--- config.mk ---
export PLATFORM = sky130hd
export DESIGN_NAME = drive_monitor_readout_bank
export DESIGN_NICKNAME = d
export VERILOG_FILES = /design/src/verilog/drive_monitor_pkg.sv /design/src/verilog/drive_monitor_readout_bank.sv /design/src/verilog/quad_position_counter.sv
export SDC_FILE = /design/constraint.sdc
export NUM_CORES = 1
export LEC_CHECK = 0
export BUFFER_PORTS_ARGS = -buffer_cell sky130_fd_sc_hd__buf_2
export CAP_MARGIN = 25
export CORE_MARGIN = 2
export CORE_UTILIZATION = 45
export DETAILED_ROUTE_END_ITERATION = 16
export PLACE_DENSITY_LB_ADDON = 0.25
export SLEW_MARGIN = 20
export SYNTH_ARGS = -nofsm -noshare
export SYNTH_HDL_FRONTEND = slang
export SYNTH_HIERARCHICAL = 1
export SYNTH_SLANG_ARGS = --single-unit
--- constraint.sdc ---
create_clock -name clk -period 16.96 [get_ports clk]
set_input_delay 0.848 -clock clk [delete_from_list [all_inputs] [get_ports clk]]
set_output_delay 0.848 -clock clk [all_outputs]
set_load 0.01 [all_outputs]
--- src/verilog/drive_monitor_pkg.sv ---
package drive_monitor_pkg;
  // host address window of the monitoring bank
  localparam logic [15:0] MON_BASE = 16'h7000;
  localparam logic [15:0] MON_LAST = 16'h7044;
  localparam int MON_WORDS = 69;
  localparam int IDX_W = 7;
  // host write address mirrored by the setting monitor
  localparam logic [15:0] HOST_SET_ADDR = 16'h1000;
  localparam logic [15:0] MON_RESET = 16'h0000;

  // word offsets inside the window
  localparam int OFS_RUN_FREQ = 0;
  localparam int OFS_SET_FREQ = 1;
  localparam int OFS_BUS_VOLT = 2;
  localparam int OFS_OUT_VOLT = 3;
  localparam int OFS_OUT_CURR = 4;
  localparam int OFS_OUT_POWER = 5;
  localparam int OFS_OUT_TORQUE = 6;
  localparam int OFS_IN_BITMAP = 7;
  localparam int OFS_OUT_BITMAP = 8;
  localparam int OFS_AN2_READING = 10;
  localparam int OFS_LOAD_SPEED = 14;
  localparam int OFS_LOOP_SET = 15;
  localparam int OFS_LOOP_FB = 16;
  localparam int OFS_PULSE_KHZ = 18;
  localparam int OFS_FB_SPEED = 19;
  localparam int OFS_RUN_LEFT = 20;
  localparam int OFS_AN1_RAW = 21;
  localparam int OFS_AN2_RAW = 22;
  localparam int OFS_AN3_RAW = 23;
  localparam int OFS_LIN_SPEED = 24;
  localparam int OFS_PULSE_HZ = 27;
  localparam int OFS_HOST_MIRROR = 28;
  localparam int OFS_ENC_SPEED = 29;
  localparam int OFS_MAIN_FREQ = 30;
  localparam int OFS_AUX_FREQ = 31;
  localparam int OFS_MOTOR_TEMP = 34;
  localparam int OFS_TARGET_TORQUE = 35;
  localparam int OFS_ANGLE_POS = 36;
  localparam int OFS_PF_ANGLE = 37;
  localparam int OFS_QUAD_POS = 38;

  // value limits, in the units of each word
  localparam logic [15:0] FREQ_MAX = 16'hC350;
  localparam logic [15:0] RUN_LEFT_MAX = 16'hFDE8;
  localparam logic [15:0] KHZ_MAX = 16'h2710;
  localparam logic [15:0] U16_MAX = 16'hFFFF;
  localparam logic signed [16:0] SPEED2_MAX = 17'sh07D00;
  localparam logic signed [15:0] PCT_MAX = 16'sh2710;
  localparam logic [3:0] DIGIT_ONE = 4'h1;
  localparam int HZ_PER_KHZ_STEP = 10;
  localparam int SEC_PER_MIN = 60;

  // pulse measurement gate
  localparam longint CLK_HZ = 200000000;
  localparam longint GATE_MS = 1000;
  localparam longint GATE_CYCLES_DEF = CLK_HZ * GATE_MS / 1000;
  localparam int GATE_W = 28;
  localparam int PCNT_W = 17;
  localparam int DVD_W = 24;

  typedef enum logic [1:0] {
    DIV_IDLE = 2'b00,
    DIV_LOAD = 2'b01,
    DIV_RUN = 2'b11,
    DIV_DONE = 2'b10
  } div_state_type;
endpackage : drive_monitor_pkg

--- src/verilog/drive_monitor_readout_bank.sv ---
// What this block does
// - every monitoring value is readable by the host at 0x7000 to 0x7044
// - input word: bits 0 to 9 are inputs one to ten, 1 means high
// - output word: fast output, relays, outputs one-two, virtual outputs, 1 means high
// - second analog reading in volts when unit select is 0, milliamps when 1
// - pulse frequency in 0.01 kHz steps, range 0 to 100 kHz
// - same pulse measurement in 1 Hz steps, limited to 65535
// - tens digit of display setting picks two or one decimals for speeds
// - remaining run time in 0.1 min while timer runs, at most 6500.0
// - setting monitor mirrors last host write to 0x1000, within plus/minus 100.00 percent
// - encoder position counts four per encoder line
// - position counts up forward, down reverse, wrapping at 65535 and 0
// - linear speed is pulses per minute divided by pulses per meter
// - running and set frequency show magnitude only, 0 to 500 Hz
// - raw analog readings shown before correction, third input bipolar
`timescale 1ns/1ps
module drive_monitor_readout_bank
  import drive_monitor_pkg::*;
#(
  // pulse measuring gate; shorter gates update faster but resolve fewer hertz
  parameter longint GATE_CYCLES = GATE_CYCLES_DEF
)
(
  input wire logic clk,
  input wire logic reset_n,
  // host link: reads of the window, writes to the setting address
  input wire logic hostRdEn,
  input wire logic hostWrEn,
  input wire logic [15:0] hostAddr,
  input wire logic [15:0] hostWrData,
  output logic [15:0] hostRdData,
  output logic hostRdValid,
  output logic hostAddrErr,
  // drive quantities from the control side
  input wire logic signed [15:0] runFreqRaw,
  input wire logic signed [15:0] setFreqRaw,
  input wire logic [15:0] busVoltage,
  input wire logic [15:0] outputVoltage,
  input wire logic [15:0] outputCurrent,
  input wire logic [15:0] outputPower,
  input wire logic [15:0] outputTorque,
  // terminal levels, 1 means high
  input wire logic [9:0] digitalInputs,
  input wire logic [4:0] virtualInputs,
  input wire logic fastOutput,
  input wire logic [1:0] relayOutputs,
  input wire logic [1:0] digitalOutputs,
  input wire logic [4:0] virtualOutputs,
  // analog readings, speeds and the settings that scale them
  input wire logic [15:0] analogTwoVolts,
  input wire logic [15:0] analogTwoMilliamps,
  input wire logic analogTwoUnitSelect,
  input wire logic [15:0] loadSpeed,
  input wire logic [15:0] loopSetpoint,
  input wire logic [15:0] loopFeedback,
  input wire logic signed [16:0] feedbackSpeedRaw,
  input wire logic signed [16:0] encoderSpeedRaw,
  input wire logic [15:0] speedDisplayDecimals,
  input wire logic runTimerActive,
  input wire logic [15:0] runTimeLeft,
  input wire logic [15:0] analogOneRaw,
  input wire logic [15:0] analogTwoRaw,
  input wire logic signed [15:0] analogThreeRaw,
  // pulse input and its length scale; the words after it pass straight through
  input wire logic fastPulseInput,
  input wire logic [15:0] pulsesPerMeter,
  input wire logic [15:0] mainFrequency,
  input wire logic [15:0] auxiliaryFrequency,
  input wire logic [15:0] motorTemperature,
  input wire logic [15:0] targetTorque,
  input wire logic [15:0] angleSensorPosition,
  input wire logic [15:0] powerFactorAngle,
  // quadrature encoder phases, counted on every edge
  input wire logic encoderPhaseA,
  input wire logic encoderPhaseB
);

  // magnitude of a signed frequency, held to 500.00 Hz
  function automatic logic [15:0] absClamp(input logic signed [15:0] v);
    logic [15:0] mag;
    mag = v[15] ? 16'(-v) : 16'(v);
    absClamp = (mag > FREQ_MAX) ? FREQ_MAX : mag;
  endfunction : absClamp

  // tens digit of the speed display setting
  function automatic logic [3:0] tensDigit(input logic [15:0] s);
    logic [15:0] t;
    t = (s / 16'd10) % 16'd10;
    tensDigit = t[3:0];
  endfunction : tensDigit

  // raw speed is in 0.01 Hz; one decimal drops a digit, two decimals clamp to 320.00
  function automatic logic [15:0] scaleSpeed(input logic signed [16:0] raw,
                                             input logic [3:0] digit);
    logic signed [16:0] v;
    v = raw;
    if (digit == DIGIT_ONE) begin
      v = raw / 17'sd10;
    end else if (raw > SPEED2_MAX) begin
      v = SPEED2_MAX;
    end else if (raw < -SPEED2_MAX) begin
      v = -SPEED2_MAX;
    end
    scaleSpeed = v[15:0];
  endfunction : scaleSpeed

  // one stored word per address of the window
  logic [15:0] mon_r [MON_WORDS];
  logic [15:0] monNxt [MON_WORDS];
  logic [15:0] mirror_r;
  logic [15:0] quadPos;
  logic [3:0] speedDigit;
  logic [15:0] inBits;
  logic [15:0] outBits;

  // pulse measurement state
  logic pulsePrev_r;
  logic [GATE_W-1:0] gateCnt_r;
  logic [PCNT_W-1:0] pulseCnt_r;
  logic [PCNT_W-1:0] hzMeas_r;
  logic gateEnd;
  logic pulseEdge;
  logic [15:0] pulseHz;
  logic [15:0] pulseKhz;
  logic [PCNT_W-1:0] khzDiv;

  // linear speed divider state
  div_state_type divState_r;
  logic [4:0] divStep_r;
  logic [DVD_W-1:0] dvd_r;
  logic [16:0] rem_r;
  logic [15:0] dvs_r;
  logic [15:0] linSpeed_r;
  logic [16:0] remShift;
  logic remFits;

  // read decode
  logic inWindow;
  logic [15:0] wordOfs;

  // position counter keeps its own phase history
  quad_position_counter quadCounter (
    .clk(clk),
    .reset_n(reset_n),
    .phaseA(encoderPhaseA),
    .phaseB(encoderPhaseB),
    .position(quadPos)
  );

  // terminal bitmaps; upper input bits carry the virtual inputs
  assign inBits = {1'b0, virtualInputs, digitalInputs};
  assign outBits = {6'h00, virtualOutputs, digitalOutputs, relayOutputs, fastOutput};
  assign speedDigit = tensDigit(speedDisplayDecimals);

  // edge of the fast pulse input, and end of each measuring gate
  // the input is taken as synchronous, so one flop is enough to find its edge
  assign pulseEdge = fastPulseInput & ~pulsePrev_r;
  assign gateEnd = (gateCnt_r == GATE_W'(GATE_CYCLES - 1));

  always_ff @(posedge clk or negedge reset_n) begin
    if (!reset_n) begin
      pulsePrev_r <= 1'b0;
      gateCnt_r <= '0;
    end else begin
      pulsePrev_r <= fastPulseInput;
      gateCnt_r <= gateEnd ? '0 : gateCnt_r + 1'b1;
    end
  end

  // pulses counted over one gate; the count saturates rather than wrap
  always_ff @(posedge clk or negedge reset_n) begin
    if (!reset_n) begin
      pulseCnt_r <= '0;
      hzMeas_r <= '0;
    end else if (gateEnd) begin
      pulseCnt_r <= '0;
      hzMeas_r <= pulseCnt_r + PCNT_W'(pulseEdge && !(&pulseCnt_r));
    end else if (pulseEdge && !(&pulseCnt_r)) begin
      pulseCnt_r <= pulseCnt_r + 1'b1;
    end
  end

  // one measurement feeds both the hertz and kilohertz words
  assign khzDiv = hzMeas_r / PCNT_W'(HZ_PER_KHZ_STEP);
  assign pulseHz = (hzMeas_r > PCNT_W'(U16_MAX)) ? U16_MAX : hzMeas_r[15:0];
  assign pulseKhz = (khzDiv > PCNT_W'(KHZ_MAX)) ? KHZ_MAX : khzDiv[15:0];

  // restoring divider: pulses per minute over pulses per meter
  assign remShift = {rem_r[15:0], dvd_r[DVD_W-1]};
  assign remFits = (remShift >= {1'b0, dvs_r});

  always_ff @(posedge clk or negedge reset_n) begin
    if (!reset_n) begin
      divState_r <= DIV_IDLE;
      divStep_r <= '0;
      dvd_r <= '0;
      rem_r <= '0;
      dvs_r <= '0;
    end else begin
      case (divState_r)
        DIV_IDLE: begin
          if (gateEnd) begin
            // the count of the gate just closed is taken on the next cycle
            divState_r <= DIV_LOAD;
            dvs_r <= pulsesPerMeter;
          end
        end
        DIV_LOAD: begin
          // a saturated count times sixty still fits the dividend
          dvd_r <= DVD_W'(hzMeas_r) * DVD_W'(SEC_PER_MIN);
          rem_r <= '0;
          divStep_r <= '0;
          divState_r <= DIV_RUN;
        end
        DIV_RUN: begin
          // one quotient bit per cycle, most significant first
          rem_r <= remFits ? remShift - {1'b0, dvs_r} : remShift;
          dvd_r <= {dvd_r[DVD_W-2:0], remFits};
          divStep_r <= divStep_r + 5'd1;
          if (divStep_r == 5'(DVD_W - 1)) begin
            divState_r <= DIV_DONE;
          end
        end
        DIV_DONE: divState_r <= DIV_IDLE;
        default: divState_r <= DIV_IDLE;
      endcase
    end
  end

  // quotient saturates; a zero pulses-per-meter setting shows zero
  // the word keeps its last value while the next quotient is worked out
  always_ff @(posedge clk or negedge reset_n) begin
    if (!reset_n) begin
      linSpeed_r <= MON_RESET;
    end else if (divState_r == DIV_DONE) begin
      if (dvs_r == 16'h0000) begin
        linSpeed_r <= MON_RESET;
      end else if (dvd_r > DVD_W'(U16_MAX)) begin
        linSpeed_r <= U16_MAX;
      end else begin
        linSpeed_r <= dvd_r[15:0];
      end
    end
  end

  // setting mirror takes host writes to the setting address, held to 100.00 percent
  // writes to any other address are dropped with no error indication
  always_ff @(posedge clk or negedge reset_n) begin
    if (!reset_n) begin
      mirror_r <= MON_RESET;
    end else if (hostWrEn && hostAddr == HOST_SET_ADDR) begin
      if ($signed(hostWrData) > PCT_MAX) begin
        mirror_r <= PCT_MAX;
      end else if ($signed(hostWrData) < -PCT_MAX) begin
        mirror_r <= -PCT_MAX;
      end else begin
        mirror_r <= hostWrData;
      end
    end
  end

  // next value of every word; unlisted words in the window read zero
  always_comb begin
    for (int i = 0; i < MON_WORDS; i++) begin
      monNxt[i] = MON_RESET;
    end
    monNxt[OFS_RUN_FREQ] = absClamp(runFreqRaw);
    monNxt[OFS_SET_FREQ] = absClamp(setFreqRaw);

    // quantities measured elsewhere pass straight through
    monNxt[OFS_BUS_VOLT] = busVoltage;
    monNxt[OFS_OUT_VOLT] = outputVoltage;
    monNxt[OFS_OUT_CURR] = outputCurrent;
    monNxt[OFS_OUT_POWER] = outputPower;
    monNxt[OFS_OUT_TORQUE] = outputTorque;

    // terminal bitmaps and the analog reading in its selected unit
    monNxt[OFS_IN_BITMAP] = inBits;
    monNxt[OFS_OUT_BITMAP] = outBits;
    monNxt[OFS_AN2_READING] = analogTwoUnitSelect ? analogTwoMilliamps : analogTwoVolts;
    monNxt[OFS_LOAD_SPEED] = loadSpeed;
    monNxt[OFS_LOOP_SET] = loopSetpoint;
    monNxt[OFS_LOOP_FB] = loopFeedback;

    // pulse and speed words; speed scaling follows the display setting
    monNxt[OFS_PULSE_KHZ] = pulseKhz;
    monNxt[OFS_FB_SPEED] = scaleSpeed(feedbackSpeedRaw, speedDigit);

    // the run-time word reads zero while the timer is stopped
    if (runTimerActive) begin
      monNxt[OFS_RUN_LEFT] = (runTimeLeft > RUN_LEFT_MAX) ? RUN_LEFT_MAX : runTimeLeft;
    end

    // raw samples; the linear correction is applied outside this block
    monNxt[OFS_AN1_RAW] = analogOneRaw;
    monNxt[OFS_AN2_RAW] = analogTwoRaw;
    monNxt[OFS_AN3_RAW] = analogThreeRaw;
    monNxt[OFS_LIN_SPEED] = linSpeed_r;
    monNxt[OFS_PULSE_HZ] = pulseHz;
    monNxt[OFS_HOST_MIRROR] = mirror_r;
    monNxt[OFS_ENC_SPEED] = scaleSpeed(encoderSpeedRaw, speedDigit);

    // remaining words are shown as delivered
    monNxt[OFS_MAIN_FREQ] = mainFrequency;
    monNxt[OFS_AUX_FREQ] = auxiliaryFrequency;
    monNxt[OFS_MOTOR_TEMP] = motorTemperature;
    monNxt[OFS_TARGET_TORQUE] = targetTorque;
    monNxt[OFS_ANGLE_POS] = angleSensorPosition;
    monNxt[OFS_PF_ANGLE] = powerFactorAngle;
    monNxt[OFS_QUAD_POS] = quadPos;
  end

  // every word refreshes each cycle, independent of host traffic
  // words with no quantity behind them stay at zero and read as such
  generate
    for (genvar g = 0; g < MON_WORDS; g++) begin : gWord
      always_ff @(posedge clk or negedge reset_n) begin
        if (!reset_n) begin
          mon_r[g] <= MON_RESET;
        end else begin
          mon_r[g] <= monNxt[g];
        end
      end
    end
  endgenerate

  // host read decode
  assign inWindow = (hostAddr >= MON_BASE) && (hostAddr <= MON_LAST);
  assign wordOfs = hostAddr - MON_BASE;

  // read answer one cycle later; a read only samples, never writes back
  // reads outside the window answer zero with the error flag, never a stale word
  always_ff @(posedge clk or negedge reset_n) begin
    if (!reset_n) begin
      hostRdData <= MON_RESET;
      hostRdValid <= 1'b0;
      hostAddrErr <= 1'b0;
    end else begin
      hostRdValid <= hostRdEn;
      hostAddrErr <= hostRdEn && !inWindow;
      if (hostRdEn) begin
        hostRdData <= inWindow ? mon_r[wordOfs[IDX_W-1:0]] : MON_RESET;
      end
    end
  end
endmodule : drive_monitor_readout_bank

--- src/verilog/quad_position_counter.sv ---
`timescale 1ns/1ps
module quad_position_counter
  import drive_monitor_pkg::*;
(
  input wire logic clk,
  input wire logic reset_n,
  input wire logic phaseA,
  input wire logic phaseB,
  output logic [15:0] position
);
  logic [1:0] prevAb_r;
  logic primed_r;
  logic [15:0] pos_r;
  logic [15:0] posNxt;

  // every edge of either phase counts, giving four counts per line
  always_comb begin
    posNxt = pos_r;
    case ({prevAb_r, phaseA, phaseB})
      4'b0001, 4'b0111, 4'b1110, 4'b1000: posNxt = pos_r + 16'h0001;
      4'b0010, 4'b1011, 4'b1101, 4'b0100: posNxt = pos_r - 16'h0001;
      default: posNxt = pos_r; // no move, or an illegal double step
    endcase
  end

  // 16-bit arithmetic wraps 65535 to 0 and 0 to 65535; the first cycle after reset
  // only learns the phase levels, so an encoder resting off 00 gives no false count
  always_ff @(posedge clk or negedge reset_n) begin
    if (!reset_n) begin
      prevAb_r <= 2'b00;
      primed_r <= 1'b0;
      pos_r <= MON_RESET;
    end else begin
      prevAb_r <= {phaseA, phaseB};
      primed_r <= 1'b1;
      pos_r <= primed_r ? posNxt : pos_r;
    end
  end

  assign position = pos_r;
endmodule : quad_position_counter
==> impl_metrics.csv <==
group,metric,value,unit
run_status,status,"finished clean",
worst_setup_path,critical_path.n_buffers_inverters,11,
cells_and_area,fill_cells,8861,
run,number_of_max_capacitance_violations_reported,0,
power,power.combinational.fraction,29.8,%
power,power.leakage,22.05,nW
detailed_routing,avgRoutedWirePerCell,21.73,µm
timing,final_hold_violation_count,0,
worst_setup_path,largest_stage_delay_worst_path,0.51,ns
yosys,netlist.top_cell.by_area,"dfrtp_1",
worst_setup_path,signal_arrival_time_at_the_worst_endpoint,16.45,ns
yosys,syn_inst,4727,
floorplanning,die-height,315.7,µm
timing,timing.hold.ws,0.2434,ns
timing,worstMarginPinSlew,1.021,ns
power,pwr_density_cell,98.05,nW/µm²
grt,grt_pass1_vias,37860,
cells_and_area,ratio_of_cells_with_drive_above_1_in_the_final_layout,21.39,%
grt,grtUsageTotal,28.71,%
timing,period_needed,15.90,ns
timing,min_period_over_period,93.77,%
clock_network,clk_pin_slew_worst_paths,0.06,ns
clock_network,cts_made_buffers,76,
yosys,yosysWarnings,6,
floorplanning,core_area,96420,µm²
timing,max-slew-margin-rel,30.87,%
cells_and_area,postLayoutCellArea,51710,µm²
place,io_buffer_count,500,
grt,grt_first_pass_wirelength,223.8,mm
worst_setup_path,worst_path_dominant_cell_family,"compound AO/OA/AOI/OAI gates",
timing,rsz0062_at_grt,"no",
timing,finalMaxSlewViolations,0,
power,p_seq_share,35.2,%
clock_network,cts_max_path_buffers,3,
clock_network,clock_tree_from_tritoncts,"done",
place,post-dp-hpwl,112.0,mm
floorplanning,die_area,99650,µm²
clock_network,cts_sinks,666,
floorplanning,die_width,315.7,µm
timing,tns,0,ns
detailed_routing,postRouteWirelength,145.6,mm
yosys,asyncSetResetFlopFracSynth,100.0,%
worst_setup_path,setup.reg_to_reg.worst_slack,1.06,ns
grt,grt_overflow_total,0,
timing,finalSetupViolations,0,
yosys,synth.top_cells.by_area,"dfrtp_1 (38%), xnor2_1 (4.4%), nor2_1 (3.7%)",
place,placedInstanceArea,48750,µm²
power,power.switching_fraction,33.57,%
worst_setup_path,worst-path-max-fanout,12,
worst_setup_path,path_common_cell,"buf_4",
clock_network,cts.root.buffer_cell,"clkbuf_16",
yosys,postSynthAreaPerCell,9.247,µm²
cells_and_area,layout-area-overhead-vs-synth,18.30,%
clock_network,clkLatencyLatePin,0.67,ns
detailed_routing,vias,39480,
yosys,synth.net_count,5360,
yosys,dominantRegCellSynth,"dfrtp_1",
worst_setup_path,crit_path_start_kind,"flop",
yosys,yosys_register_bits,666,
worst_setup_path,cp.required,17.50,ns
cells_and_area,final_core_util,53.63,%
detailed_routing,ant_nets,0,
worst_setup_path,critical_path.slowest_cell,"nor4_4",
yosys,yosysSeqAreaShare,38.13,%
power,net-switching-power,1.702,mW
detailed_routing,number_of_violations_reported_at_the_end_of_detailed_routing_iteration_0,3994,
clock_network,cts_setup_buffers,0,
grt,antenna_found_initial,63,
yosys,post_synth_num_cell_types,139,
power,largest_vdd_supply_drop,0.1139,mV
timing,fmax,62.88,MHz
cells_and_area,num-nets-final,5941,
worst_setup_path,path_class,"flop to flop",
grt,pin_count_of_the_biggest_net_entering_global_routing,178,
detailed_routing,route.detailed.vias_per_inst,5.892,
power,power.clock.fraction,35.0,%
floorplanning,std_cell_rows,114,
place,gp_congestion,0.9578,
power,intPower,3.368,mW
yosys,number_of_enable_flip_flop_cells_after_synthesis,0,
yosys,syn_area,43710,µm²
power,design_power_total,5.070,mW
floorplanning,pin_count,502,
detailed_routing,drc,0,
clock_network,cts_htree_levels,3,
detailed_routing,drt_first_pass_iters,6,
timing,finClkSkew,0.03384,ns
yosys,post-synth-top-area-fraction,38.13,%
worst_setup_path,critical_path.endpoint_type,"flop",
worst_hold_path,holdCritPathClass,"primary input to asynchronous set/reset pin",
floorplanning,initial_utilization,45.33,%
==> synthesized netlist by cell type (all sizes together), types with 21 or more instances <==
library cell	instances
clkbuf	182
a221oi	43
nand2b	50
nand4	69
ha	116
nand3	127
a21oi	328
o41ai	21
or2	27
nand2	430
o21ai	316
fa	33
a211oi	58
dfrtp	666
a22oi	29
o211ai	51
o21a	33
mux4	64
buf	69
inv	146
mux2i	88
and2	56
o221ai	34
and3	37
a21o	46
or3	35
mux2	59
nor3	104
nor4	50
nor2b	51
xor2	110
nor2	440
o22ai	62
xnor2	223
o31ai	51
or4	28
a31oi	62
==> stage by stage <==
step                setup slack (ns)  cells
floorplan                      2.099   4727
global placement               1.218   6503
detailed placement            0.9119   6504
CTS                           0.8523   6642
global route                 0.01262   6685
finish                         1.057   6700
==> power groups by stage <==
stage / Clock [mW] / Combinational (mW) / Sequential, mW
after global routing: 1.87 / 1.69 / 1.80
after CTS: 1.80 / 1.50 / 1.79
after global placement: 0 / 1.45 / 1.81
after detailed placement: 0 / 1.49 / 1.81
after floorplan: 0 / 1.13 / 1.78
final: 1.77 / 1.51 / 1.79
==> registers in the layout (all words and copies together), names as in the netlist <==
name	count
hostRdValid	1
divStep_r	5
linSpeed_r	16
hostRdData	16
quadCounter/primed_r	1
hostAddrErr	1
gateCnt_r	28
divState_r	2
quadCounter/prevAb_r	2
mirror_r	16
dvs_r	16
quadCounter/position	16
rem_r	16
hzMeas_r	17
mon_r	471
pulseCnt_r	17
dvd_r	24
pulsePrev_r	1
==> metal layers <==
layer | routed length, µm | track usage, %
met1 | 59870 | 36.88
met5 | 80 | 0
met4 | 6875 | 13.84
met3 | 10510 | 5.483
met2 | 68220 | 46.66
==> what timing repair did <==
item / in CTS / in global routing
hold buffers: 0 / 0
gates resized for setup: 0 / 12
setup endpoints to repair: 0 / 9
endpoints found under the hold margin: 0 / 0
==> path summary, 6_finish.rpt <==
path	cells past startpoint	start	endpoint
min in group clk	1	virtualInputs[0]	mon_r[986]
max in group asynchronous	6	reset_n	mon_r[1008]
worst min register to register	0	linSpeed_r[10]	mon_r[714]
worst max-delay path	55	hzMeas_r[2]	mon_r[809]
worst max register to register	55	hzMeas_r[2]	mon_r[809]
worst min-delay path	1	reset_n	mon_r[768]
==> kinds of logic (layout without fill, tap and decap cells) <==
family	count (synthesis)	count (layout)	synth area share (%)
AOI/OAI and AO/OA	1395	1395	21.88
xor gates and xnor gates	333	333	6.741
adders and majority gates	157	157	5.015
buffers and inverters	398	1039	3.647
DFF	666	666	38.13
muxes	211	211	6.858
other	1	57	0.008579
and+or+nand+nor	1566	1566	17.72
==> area by class of cell <==
class	instances	area (µm²)	share of cell area, %
well taps	1276	1597	3.087
repair buffers	754	4489	8.682
multi-input cells	3663	25550	49.42
clock buffers	102	2131	4.121
inverters	147	551.8	1.067
clock inverters	36	578.1	1.118
flip-flops and latches	666	16670	32.23
diodes	56	140.1	0.2710
==> placed cells by master, fill, tap and decap left out, types with 37 or more instances in the layout <==
| cell type | instances |
|---|---|
| and2_1 | 52 |
| nor3_1 | 96 |
| diode_2 | 56 |
| mux2i_1 | 87 |
| o21ai_0 | 294 |
| clkbuf_16 | 77 |
| dfrtp_1 | 664 |
| nand2_1 | 430 |
| mux4_2 | 64 |
| ha_1 | 116 |
| nor2b_1 | 49 |
| xor2_1 | 109 |
| xnor2_1 | 218 |
| nand4_1 | 66 |
| o211ai_1 | 47 |
| nor4_1 | 38 |
| and3_1 | 37 |
| a211oi_1 | 49 |
| a31oi_1 | 55 |
| inv_1 | 145 |
| buf_4 | 252 |
| o22ai_1 | 61 |
| buf_2 | 496 |
| a221oi_1 | 38 |
| o31ai_1 | 47 |
| a21oi_1 | 322 |
| nand3_1 | 126 |
| nand2b_1 | 50 |
| a21o_1 | 45 |
| nor2_1 | 433 |
| mux2_2 | 57 |
Power figures use the tool's default switching activity.
